$ cat src/design/apd_pkg.sv
// constants and carriers shared by the automatic powerdown control block
`default_nettype none
package apd_pkg;
   // ****************************************
   // floppy register offsets
   // ****************************************
   localparam logic [2:0] APD_OFS_STATUS_A = 3'h0;
   localparam logic [2:0] APD_OFS_STATUS_B = 3'h1;
   localparam logic [2:0] APD_OFS_DIG_OUT = 3'h2;
   localparam logic [2:0] APD_OFS_RATE_MAIN = 3'h4;
   localparam logic [2:0] APD_OFS_FIFO = 3'h5;
   localparam logic [2:0] APD_OFS_DIN_CFG = 3'h7;
   // ****************************************
   // field positions and values
   // ****************************************
   localparam int APD_DOR_MOTOR_LO = 4;
   localparam int APD_DOR_NRESET = 2;
   localparam int APD_DSR_SWRESET = 7;
   localparam int APD_CFG_FDC = 0;
   localparam int APD_CFG_PAR = 3;
   localparam int APD_CFG_SER0 = 4;
   localparam logic [7:0] APD_MSR_IDLE = 8'h80;
   localparam logic [7:0] APD_DOR_RST = 8'h04;
   localparam logic [7:0] APD_DSR_RST = 8'h02;
   localparam logic [7:0] APD_CCR_RST = 8'h02;
   // extended port control mode codes
   localparam logic [2:0] APD_ECR_SPP = 3'h0;
   localparam logic [2:0] APD_ECR_BYTE = 3'h1;
   localparam logic [2:0] APD_ECR_EPP = 3'h4;
   // ****************************************
   // timing
   // ****************************************
   localparam int APD_CLK_KHZ = 10000;
   localparam int APD_PD_TIME_MS = 10;
   localparam int APD_PD_CYCLES = APD_PD_TIME_MS * APD_CLK_KHZ;
   // ****************************************
   // carriers
   // ****************************************
   typedef struct packed {
      logic [3:0] spindle_on;
      logic [3:0] drive_sel;
      logic write_stream;
      logic write_gate;
      logic head_dir;
      logic step;
      logic head_pick;
      logic density_pick;
      logic [1:0] rate_code_out;
   } apd_fdd_s;
   typedef enum logic [1:0] {
      APD_FDC_RUN = 2'b01,
      APD_FDC_SLEEP = 2'b10
   } apd_fdc_e;
endpackage : apd_pkg
`default_nettype wire

$ cat src/design/apd_serial_pd.sv
// automatic powerdown of one serial port transmitter and receiver
`default_nettype none
module apd_serial_pd
   import apd_pkg::*;
(
   // clock and reset
   input wire logic clk_sys,
   input wire logic rst_n,
   // control
   input wire logic enable,
   // uart state
   input wire logic thr_empty,
   input wire logic tsr_empty,
   input wire logic rx_fifo_empty,
   input wire logic rx_idle,
   input wire logic thr_write,
   input wire logic serial_in_line,
   input wire logic incoming_call_in,
   // powerdown flags and incoming call change flag
   output logic tx_pd,
   output logic rx_pd,
   output logic call_change
);
   logic tx_next, rx_next, line_reg, line_next, call_reg, call_next;
   logic change_next;

   always_comb begin
      line_next = serial_in_line;
      call_next = incoming_call_in;
      // stays live while asleep
      change_next = incoming_call_in != call_reg;
      tx_next = tx_pd;
      rx_next = rx_pd;
      if (!enable) begin
         tx_next = 1'b0;
         rx_next = 1'b0;
      end else begin
         if (thr_write) begin
            tx_next = 1'b0;
         end else if (thr_empty && tsr_empty) begin
            tx_next = 1'b1;
         end
         if (serial_in_line != line_reg) begin
            rx_next = 1'b0;
         end else if (rx_fifo_empty && rx_idle) begin
            rx_next = 1'b1;
         end
      end
   end

   always_ff @(posedge clk_sys or negedge rst_n) begin
      if (!rst_n) begin
         tx_pd <= 1'b0;
         rx_pd <= 1'b0;
         line_reg <= 1'b1;
         call_reg <= 1'b0;
         call_change <= 1'b0;
      end else begin
         tx_pd <= tx_next;
         rx_pd <= rx_next;
         line_reg <= line_next;
         call_reg <= call_next;
         call_change <= change_next;
      end
   end
endmodule : apd_serial_pd
`default_nettype wire

$ cat src/design/apd_par_pd.sv
// automatic powerdown of the ecp and epp parallel port logic
`default_nettype none
module apd_par_pd
   import apd_pkg::*;
(
   // clock and reset
   input wire logic clk_sys,
   input wire logic rst_n,
   // configuration
   input wire logic enable,
   input wire logic epp_cfg_en,
   input wire logic ecp_cfg_en,
   input wire logic [2:0] ecr_mode,
   // powerdown flags
   output logic epp_pd,
   output logic ecp_pd
);
   logic epp_next, ecp_next;

   // plain recompute each cycle, so any mode change takes effect at the next clock edge
   always_comb begin
      epp_next = 1'b0;
      ecp_next = 1'b0;
      if (enable) begin
         epp_next = !epp_cfg_en || (ecp_cfg_en && ecr_mode != APD_ECR_EPP);
         ecp_next = !ecp_cfg_en || ecr_mode == APD_ECR_SPP ||
                    ecr_mode == APD_ECR_BYTE || ecr_mode == APD_ECR_EPP;
      end
   end

   always_ff @(posedge clk_sys or negedge rst_n) begin
      if (!rst_n) begin
         epp_pd <= 1'b0;
         ecp_pd <= 1'b0;
      end else begin
         epp_pd <= epp_next;
         ecp_pd <= ecp_next;
      end
   end
endmodule : apd_par_pd
`default_nettype wire

$ cat src/design/apd_top.sv
// floppy automatic powerdown, host register access and unit powerdown flags
`default_nettype none
module apd_top
   import apd_pkg::*;
#(
   parameter int PD_CYCLES = APD_PD_CYCLES
)
(
   // clock and reset
   input wire logic clk_sys,
   input wire logic rst_n,
   // host register access
   input wire logic [2:0] host_addr,
   input wire logic host_rd,
   input wire logic host_wr,
   input wire logic [7:0] host_wdata,
   output logic [7:0] host_rdata,
   // automatic power configuration
   input wire logic [7:0] auto_power_cfg,
   // floppy core state
   input wire logic [7:0] core_status_a,
   input wire logic [7:0] core_status_b,
   input wire logic [7:0] core_digital_input,
   input wire logic [7:0] core_main_status,
   input wire logic [7:0] core_fifo_rdata,
   input wire logic core_int,
   input wire logic head_unload_expired,
   input wire apd_fdd_s core_fdd,
   // floppy core controls
   output logic [7:0] digital_output,
   output logic [7:0] data_rate_select,
   output logic [7:0] config_control,
   output logic fifo_rd_pulse,
   output logic fifo_wr_pulse,
   output logic [7:0] fifo_wdata,
   output logic fdc_access_active,
   // drive pins
   output apd_fdd_s fdd_out,
   output logic fdd_drive_oe,
   // serial ports
   input wire logic [1:0] thr_empty,
   input wire logic [1:0] tsr_empty,
   input wire logic [1:0] rx_fifo_empty,
   input wire logic [1:0] rx_idle,
   input wire logic [1:0] thr_write,
   input wire logic [1:0] serial_in_line,
   input wire logic [1:0] incoming_call_in,
   output logic [1:0] ser_tx_pd,
   output logic [1:0] ser_rx_pd,
   output logic [1:0] call_change,
   // parallel port
   input wire logic epp_cfg_en,
   input wire logic ecp_cfg_en,
   input wire logic [2:0] ecr_mode,
   output logic epp_pd,
   output logic ecp_pd,
   // floppy powerdown flag
   output logic fdc_pd
);
   localparam int CW = 17;

   // refused at elaboration: the timer counter is only CW bits wide
   if (PD_CYCLES < 1 || PD_CYCLES >= (1 << CW)) begin : g_bad_cycles
      $error("PD_CYCLES out of range");
   end

   // ****************************************
   // access decode
   // ****************************************
   function automatic logic wake_access(input logic [2:0] a, input logic rd,
                                        input logic wr, input logic [7:0] d);
      logic w;
      w = 1'b0;
      if (rd && a == APD_OFS_RATE_MAIN) begin
         w = 1'b1;
      end
      if ((rd || wr) && a == APD_OFS_FIFO) begin
         w = 1'b1;
      end
      if (wr && a == APD_OFS_DIG_OUT) begin
         w = (d[7:APD_DOR_MOTOR_LO] != 4'h0) || !d[APD_DOR_NRESET];
      end
      if (wr && a == APD_OFS_RATE_MAIN) begin
         w = d[APD_DSR_SWRESET];
      end
      return w;
   endfunction : wake_access

   // host strobes are decoded whatever the sleep state
   logic wake_now;
   logic fdc_en;
   assign wake_now = wake_access(host_addr, host_rd, host_wr, host_wdata);
   assign fdc_en = auto_power_cfg[APD_CFG_FDC];

   // ****************************************
   // floppy sleep state and timer
   // ****************************************
   apd_fdc_e state_reg, state_next;
   logic [CW-1:0] cnt_reg, cnt_next;
   logic fdc_idle;

   always_comb begin
      fdc_idle = core_fdd.spindle_on == 4'h0 &&
                 digital_output[7:APD_DOR_MOTOR_LO] == 4'h0 &&
                 core_main_status == APD_MSR_IDLE && !core_int &&
                 head_unload_expired;
      state_next = state_reg;
      cnt_next = cnt_reg;
      unique case (state_reg)
         APD_FDC_RUN: begin
            if (!fdc_en || wake_now) begin
               cnt_next = CW'(PD_CYCLES - 1);
            end else if (cnt_reg != '0) begin
               cnt_next = cnt_reg - 1'b1;
            end else if (fdc_idle) begin
               state_next = APD_FDC_SLEEP;
            end
         end
         APD_FDC_SLEEP: begin
            cnt_next = CW'(PD_CYCLES - 1);
            // other accesses leave the state alone
            if (!fdc_en || wake_now) begin
               state_next = APD_FDC_RUN;
            end
         end
         default: begin
            state_next = APD_FDC_RUN;
            cnt_next = CW'(PD_CYCLES - 1);
         end
      endcase
   end

   always_ff @(posedge clk_sys or negedge rst_n) begin
      if (!rst_n) begin
         state_reg <= APD_FDC_RUN;
         cnt_reg <= CW'(PD_CYCLES - 1);
      end else begin
         state_reg <= state_next;
         cnt_reg <= cnt_next;
      end
   end

   // ****************************************
   // host registers
   // ****************************************
   logic [7:0] dor_next, dsr_next, ccr_next, rdata_next, fwd_next;
   logic frd_next, fwr_next, act_next;

   always_comb begin
      dor_next = digital_output;
      dsr_next = data_rate_select;
      ccr_next = config_control;
      fwd_next = fifo_wdata;
      frd_next = host_rd && host_addr == APD_OFS_FIFO;
      fwr_next = host_wr && host_addr == APD_OFS_FIFO;
      // a short access window; the sleep flag itself is not touched
      act_next = (host_rd || host_wr) && state_reg == APD_FDC_SLEEP;
      if (fwr_next) begin
         fwd_next = host_wdata;
      end
      if (host_wr) begin
         unique case (host_addr)
            APD_OFS_DIG_OUT: dor_next = host_wdata;
            APD_OFS_RATE_MAIN: dsr_next = host_wdata;
            APD_OFS_DIN_CFG: ccr_next = host_wdata;
            default: ;
         endcase
      end
      rdata_next = host_rdata;
      if (host_rd) begin
         unique case (host_addr)
            APD_OFS_STATUS_A: rdata_next = core_status_a;
            APD_OFS_STATUS_B: rdata_next = core_status_b;
            APD_OFS_DIG_OUT: rdata_next = digital_output;
            APD_OFS_RATE_MAIN: rdata_next = core_main_status;
            APD_OFS_FIFO: rdata_next = core_fifo_rdata;
            APD_OFS_DIN_CFG: rdata_next = core_digital_input;
            default: rdata_next = 8'h00;
         endcase
      end
   end

   always_ff @(posedge clk_sys or negedge rst_n) begin
      if (!rst_n) begin
         digital_output <= APD_DOR_RST;
         data_rate_select <= APD_DSR_RST;
         config_control <= APD_CCR_RST;
         host_rdata <= 8'h00;
         fifo_wdata <= 8'h00;
         fifo_rd_pulse <= 1'b0;
         fifo_wr_pulse <= 1'b0;
         fdc_access_active <= 1'b0;
      end else begin
         digital_output <= dor_next;
         data_rate_select <= dsr_next;
         config_control <= ccr_next;
         host_rdata <= rdata_next;
         fifo_wdata <= fwd_next;
         fifo_rd_pulse <= frd_next;
         fifo_wr_pulse <= fwr_next;
         fdc_access_active <= act_next;
      end
   end

   // ****************************************
   // drive pins
   // ****************************************
   apd_fdd_s fdd_next;
   logic sleep_next;

   always_comb begin
      sleep_next = state_next == APD_FDC_SLEEP;
      // step, direction, head, density, rate, motor, select and write all keep running
      fdd_next = core_fdd;
   end

   always_ff @(posedge clk_sys or negedge rst_n) begin
      if (!rst_n) begin
         fdd_out <= '0;
         fdd_drive_oe <= 1'b0;
         fdc_pd <= 1'b0;
      end else begin
         fdd_out <= fdd_next;
         fdd_drive_oe <= !sleep_next;
         fdc_pd <= sleep_next;
      end
   end

   // ****************************************
   // serial and parallel units
   // ****************************************
   genvar gi;
   generate
      for (gi = 0; gi < 2; gi++) begin : g_ser
         apd_serial_pd u_ser (
            .clk_sys(clk_sys),
            .rst_n(rst_n),
            .enable(auto_power_cfg[APD_CFG_SER0 + gi]),
            .thr_empty(thr_empty[gi]),
            .tsr_empty(tsr_empty[gi]),
            .rx_fifo_empty(rx_fifo_empty[gi]),
            .rx_idle(rx_idle[gi]),
            .thr_write(thr_write[gi]),
            .serial_in_line(serial_in_line[gi]),
            .incoming_call_in(incoming_call_in[gi]),
            .tx_pd(ser_tx_pd[gi]),
            .rx_pd(ser_rx_pd[gi]),
            .call_change(call_change[gi])
         );
      end
   endgenerate

   apd_par_pd u_par (
      .clk_sys(clk_sys),
      .rst_n(rst_n),
      .enable(auto_power_cfg[APD_CFG_PAR]),
      .epp_cfg_en(epp_cfg_en),
      .ecp_cfg_en(ecp_cfg_en),
      .ecr_mode(ecr_mode),
      .epp_pd(epp_pd),
      .ecp_pd(ecp_pd)
   );
endmodule : apd_top
`default_nettype wire

$ cat config.mk
export PLATFORM = sky130hd
export DESIGN_NAME = apd_top
export DESIGN_NICKNAME = d
export VERILOG_FILES = /design/src/design/apd_pkg.sv /design/src/design/apd_serial_pd.sv /design/src/design/apd_par_pd.sv /design/src/design/apd_top.sv
export SDC_FILE = /design/constraint.sdc
export NUM_CORES = 1
export LEC_CHECK = 0
export ABC_AREA = 1
export BUFFER_PORTS_ARGS = -buffer_cell sky130_fd_sc_hd__buf_4
export CORE_MARGIN = 2
export CORE_UTILIZATION = 30
export CTS_CLUSTER_SIZE = 12
export DETAILED_ROUTE_END_ITERATION = 10
export PLACE_DENSITY_LB_ADDON = 0.3
export SLEW_MARGIN = 20
export SYNTH_ARGS = -nofsm -noshare
export SYNTH_HDL_FRONTEND = slang
export SYNTH_HIERARCHICAL = 1
export SYNTH_SLANG_ARGS = --single-unit
$ cat constraint.sdc
create_clock -name clk_sys -period 2.18 [get_ports clk_sys]
set_input_delay 0.218 -clock clk_sys [delete_from_list [all_inputs] [get_ports clk_sys]]
set_output_delay 0.218 -clock clk_sys [all_outputs]
set_load 0.03 [all_outputs]
==> impl_results.rst <==
.. list-table::
   :header-rows: 1

   * - Metric
     - Value
   * - Result of the run
     - complete, no violations
   * - WHS Endpoint
     - u_par/epp_pd
   * - Last weighted congestion value of the routability-driven placer
     - 0.846
   * - Clock Pin Slew Worst Setup and Hold Paths
     - 60 ps
   * - Final setup violation count
     - 0
   * - Number of buffers inserted during clock tree synthesis
     - 9
   * - Headroom to the max-slew limit
     - 62.4%
   * - Post-CTS Setup Repair Bufs
     - 0
   * - Switching power as a share of total power
     - 30.1%
   * - Worst r2r dst
     - cnt_reg[11]
   * - Final period utilization
     - 83.0%
   * - Number of different library cells in the post-synthesis netlist
     - 33
   * - Type of the worst min-delay path
     - primary input to flop
   * - Layout net count
     - 757
   * - Worst vdd ir
     - 0.510 mV
   * - Number of synthesized register bits
     - 92
   * - Total Wirelength
     - 12.1 mm
   * - Standard-cell rows
     - 42
   * - Critical Path RT
     - 2410 ps
   * - RSZ-0062 raised after global routing
     - false
   * - Accumulated negative setup slack
     - 0 ps
   * - Wire length of the first global-routing pass
     - 20.0 mm
   * - Core Footprint
     - 13300 um^2
   * - Critical path startpoint category
     - flop
   * - Clock power share
     - 33.4%
   * - Ratio of routed vias to standard cells
     - 4.57
   * - Clock network latency to the later pin of the worst-skew pair
     - 350 ps
   * - Library cell occupying the most area in the post-synthesis netlist
     - dfrtp_1
   * - Antenna violation net count after detailed routing
     - 0
   * - Total via count after detailed routing
     - 3806
   * - Sw power
     - 1.39 mW
   * - Static Leak
     - 3.07 nW
   * - Synthesis Warnings
     - 6
   * - Portion of the post-synthesis area used by sequential elements
     - 56.6%
   * - Worst setup EP type
     - flop
   * - I/O pin count
     - 169
   * - Die span in y
     - 121 um
   * - Vias in the first global route
     - 4051
   * - Pin count of the biggest net entering global routing
     - 43
   * - Overall Global Routing Usage
     - 17.6%
   * - Synthesized area per cell
     - 8.91 um^2
   * - Iteration-0 DRC count of the detailed router
     - 168
   * - Largest register FFs
     - 17
   * - Depth of the CTS H-tree
     - 3
   * - Post-DP HPWL
     - 9.09 mm
   * - Number of clock sinks
     - 92
   * - Crit Path Max Fanout
     - 8
   * - Final Critical Period
     - 1810 ps
   * - Leading cell types by total area after synthesis
     - dfrtp_1 46%, dfstp_2 10%, nand2_1 10%, o21ai_0 4.8%, nor2_1 4.8%
   * - Peak Freq
     - 552 MHz
   * - Syn_nets
     - 564
   * - Die boundary width
     - 121 um
   * - Share of cells above drive strength 1
     - 33.8%
   * - Total design power
     - 4.63 mW
   * - Fin Clk Skew
     - 4.11 ps
   * - Buffer type at the clock tree root
     - clkbuf_16
   * - Buffer levels on the longest clock path
     - 2
   * - Antenna cell count
     - 0
   * - Number of buffers inserted by port buffering
     - 164
   * - Internal Pwr Total
     - 3.24 mW
   * - Clock tree from TritonCTS
     - built
   * - Drt pass-1 iters
     - 4
   * - Register share of total power
     - 43.0%
   * - Number of cells produced by synthesis
     - 460
   * - Combinational power share
     - 23.6%
   * - Remaining global-route overflow
     - 0
   * - Final number of max-transition violations
     - 0
   * - Post-route DRC violation count
     - 0
   * - Worst Hold Launch
     - epp_cfg_en
   * - Setup slack of the most critical reg-to-reg path
     - 370 ps
   * - Total of max-cap violations
     - 0
   * - Filler instances
     - 1271
   * - Floorplan die area
     - 14600 um^2
   * - Area Overhead vs Synth
     - 47.7%
   * - Total power density per cell area
     - 765 nW/um^2
   * - Worst-case reg-to-reg path depth
     - 9
   * - Cell area after synthesis
     - 4100 um^2
   * - Worst Path Arrival
     - 2040 ps
   * - R2R Path Start
     - cnt_reg[0]
   * - Antenna violations before repair
     - 0
   * - Wirelength per Cell
     - 14.5 um
   * - Crit Path Category
     - flop to flop
   * - Fraction of post-synthesis cell area in the top cell type by area
     - 46.4%
   * - Measured slew at the worst slew-check pin
     - 564 ps
   * - Instance count along the most critical hold path
     - 2
   * - Starting density of the core
     - 30.8%
   * - Hold Fails Final Rpt
     - 0
-- how the worst max path moves through the flow --
stage,start,endpoint,slack [ps],depth (start not counted)
after floorplan,cnt_reg[0],cnt_reg[12],650,9
after global placement,cnt_reg[0],cnt_reg[5],390,9
after detailed placement,cnt_reg[0],cnt_reg[11],370,9
after CTS,cnt_reg[0],cnt_reg[5],350,9
after global routing,cnt_reg[8],cnt_reg[5],100,8
final,cnt_reg[0],cnt_reg[11],370,9
-- worst max-delay path, cell delays in order, from the launching register on --
cell and delay (ps):
dfstp_2 540, inv_1 80, ha_1 200, inv_1 50, nor2_1 40, nand3_1 240, inv_1 210, nor2_1 160
xnor2_1 130, nor2_1 50
-- Yosys cell counts --
cell type	count
nand2_1	109
dfrtp_1	76
nor2_1	52
inv_1	49
o21ai_0	39
nand3_1	30
dfstp_2	16
a21oi_1	14
xor2_1	8
a22oi_1	7
inv_2	7
nand4_1	6
nand3b_1	5
ha_1	4
nand2_2	4
clkbuf_1	3
nand3_2	3
nor2_2	3
nor3_1	3
o211ai_1	3
buf_2	2
buf_4	2
nand2_4	2
nand3_4	2
o22ai_1	2
xnor2_1	2
a211oi_2	1
clkinv_1	1
inv_4	1
nor2_4	1
nor2_8	1
o21ai_1	1
or2_2	1
-- repair_timing --
item,in CTS,in global routing
hold buffers,20,1
endpoints found under the hold margin,49,1
gates resized for setup,0,0
-- logic make-up (layout without fill, tap and decap cells) --
kind of cell,after synthesis,in the layout,share of synthesized area [%]
simple gates,222,222,24.7
flops,92,92,56.6
compound gates,67,67,9.03
buf+inv,65,262,6.26
xor+xnor,10,10,2.14
fa+ha+maj,4,4,1.22
-- per-stage QoR --
step | area (um^2) | hold WS [ps] | std cells | setup WS, ps | utilization, %
5_1_grt | 6060 | 14.7 | 833 | 99.8 | 45.5
2_1_floorplan | 4100 | -77.6 | 460 | 654 | -
3_3_place_gp | 5560 | 246 | 797 | 391 | 41.8
4_1_cts | 6050 | 0.663 | 832 | 354 | 45.5
3_5_place_dp | 5560 | 253 | 797 | 369 | 41.8
6_report | 6060 | 33.6 | 833 | 370 | 45.5
-- routing by layer --
layer,global-route usage (%),share of wire [%],vias to the layer above
li1,-,-,1861
met1,20.5,42,1810
met2,30.2,49,123
met3,6.77,8.4,12
met4,4.80,1.1,0
met5,0,0,-
-- cell usage in the layout (no fill, tap or decap), types with 2 or more instances in the layout --
cell type,n
inv_1,49
nand3_4,2
clkbuf_1,3
nand3b_1,5
clkbuf_16,9
inv_2,7
nand2_4,2
buf_4,167
dlygate4sd3_1,21
xor2_1,8
nand3_2,3
ha_1,4
a21oi_1,14
o22ai_1,2
nand4_1,6
o21ai_0,39
nor3_1,3
nor2_2,3
xnor2_1,2
nand2_1,109
o211ai_1,3
a22oi_1,7
dfstp_2,16
dfrtp_1,76
nor2_1,52
nand2_2,4
nand3_1,30
-- area by class of cell --
cell class                 count  area (um^2)  share of cell area, %
clock inverter                 2         37.5                  0.620
inverter                      58          220                   3.64
sequential                    92         2320                   38.3
multi-input combinational    303         1520                   25.1
tap                          176          220                   3.64
timing repair buffer         189         1480                   24.5
clock buffer                  13          250                   4.13
-- power by group through the flow --
stage	clock, mW	sequential (mW)	combinational, mW
final	1.55	1.99	1.09
after global routing	1.69	2.01	1.18
after CTS	1.61	1.99	1.10
after detailed placement	0	2.02	1.07
after global placement	0	2.01	1.06
after floorplan	0	2.32	0.220
(Power assumes the default switching activity.)
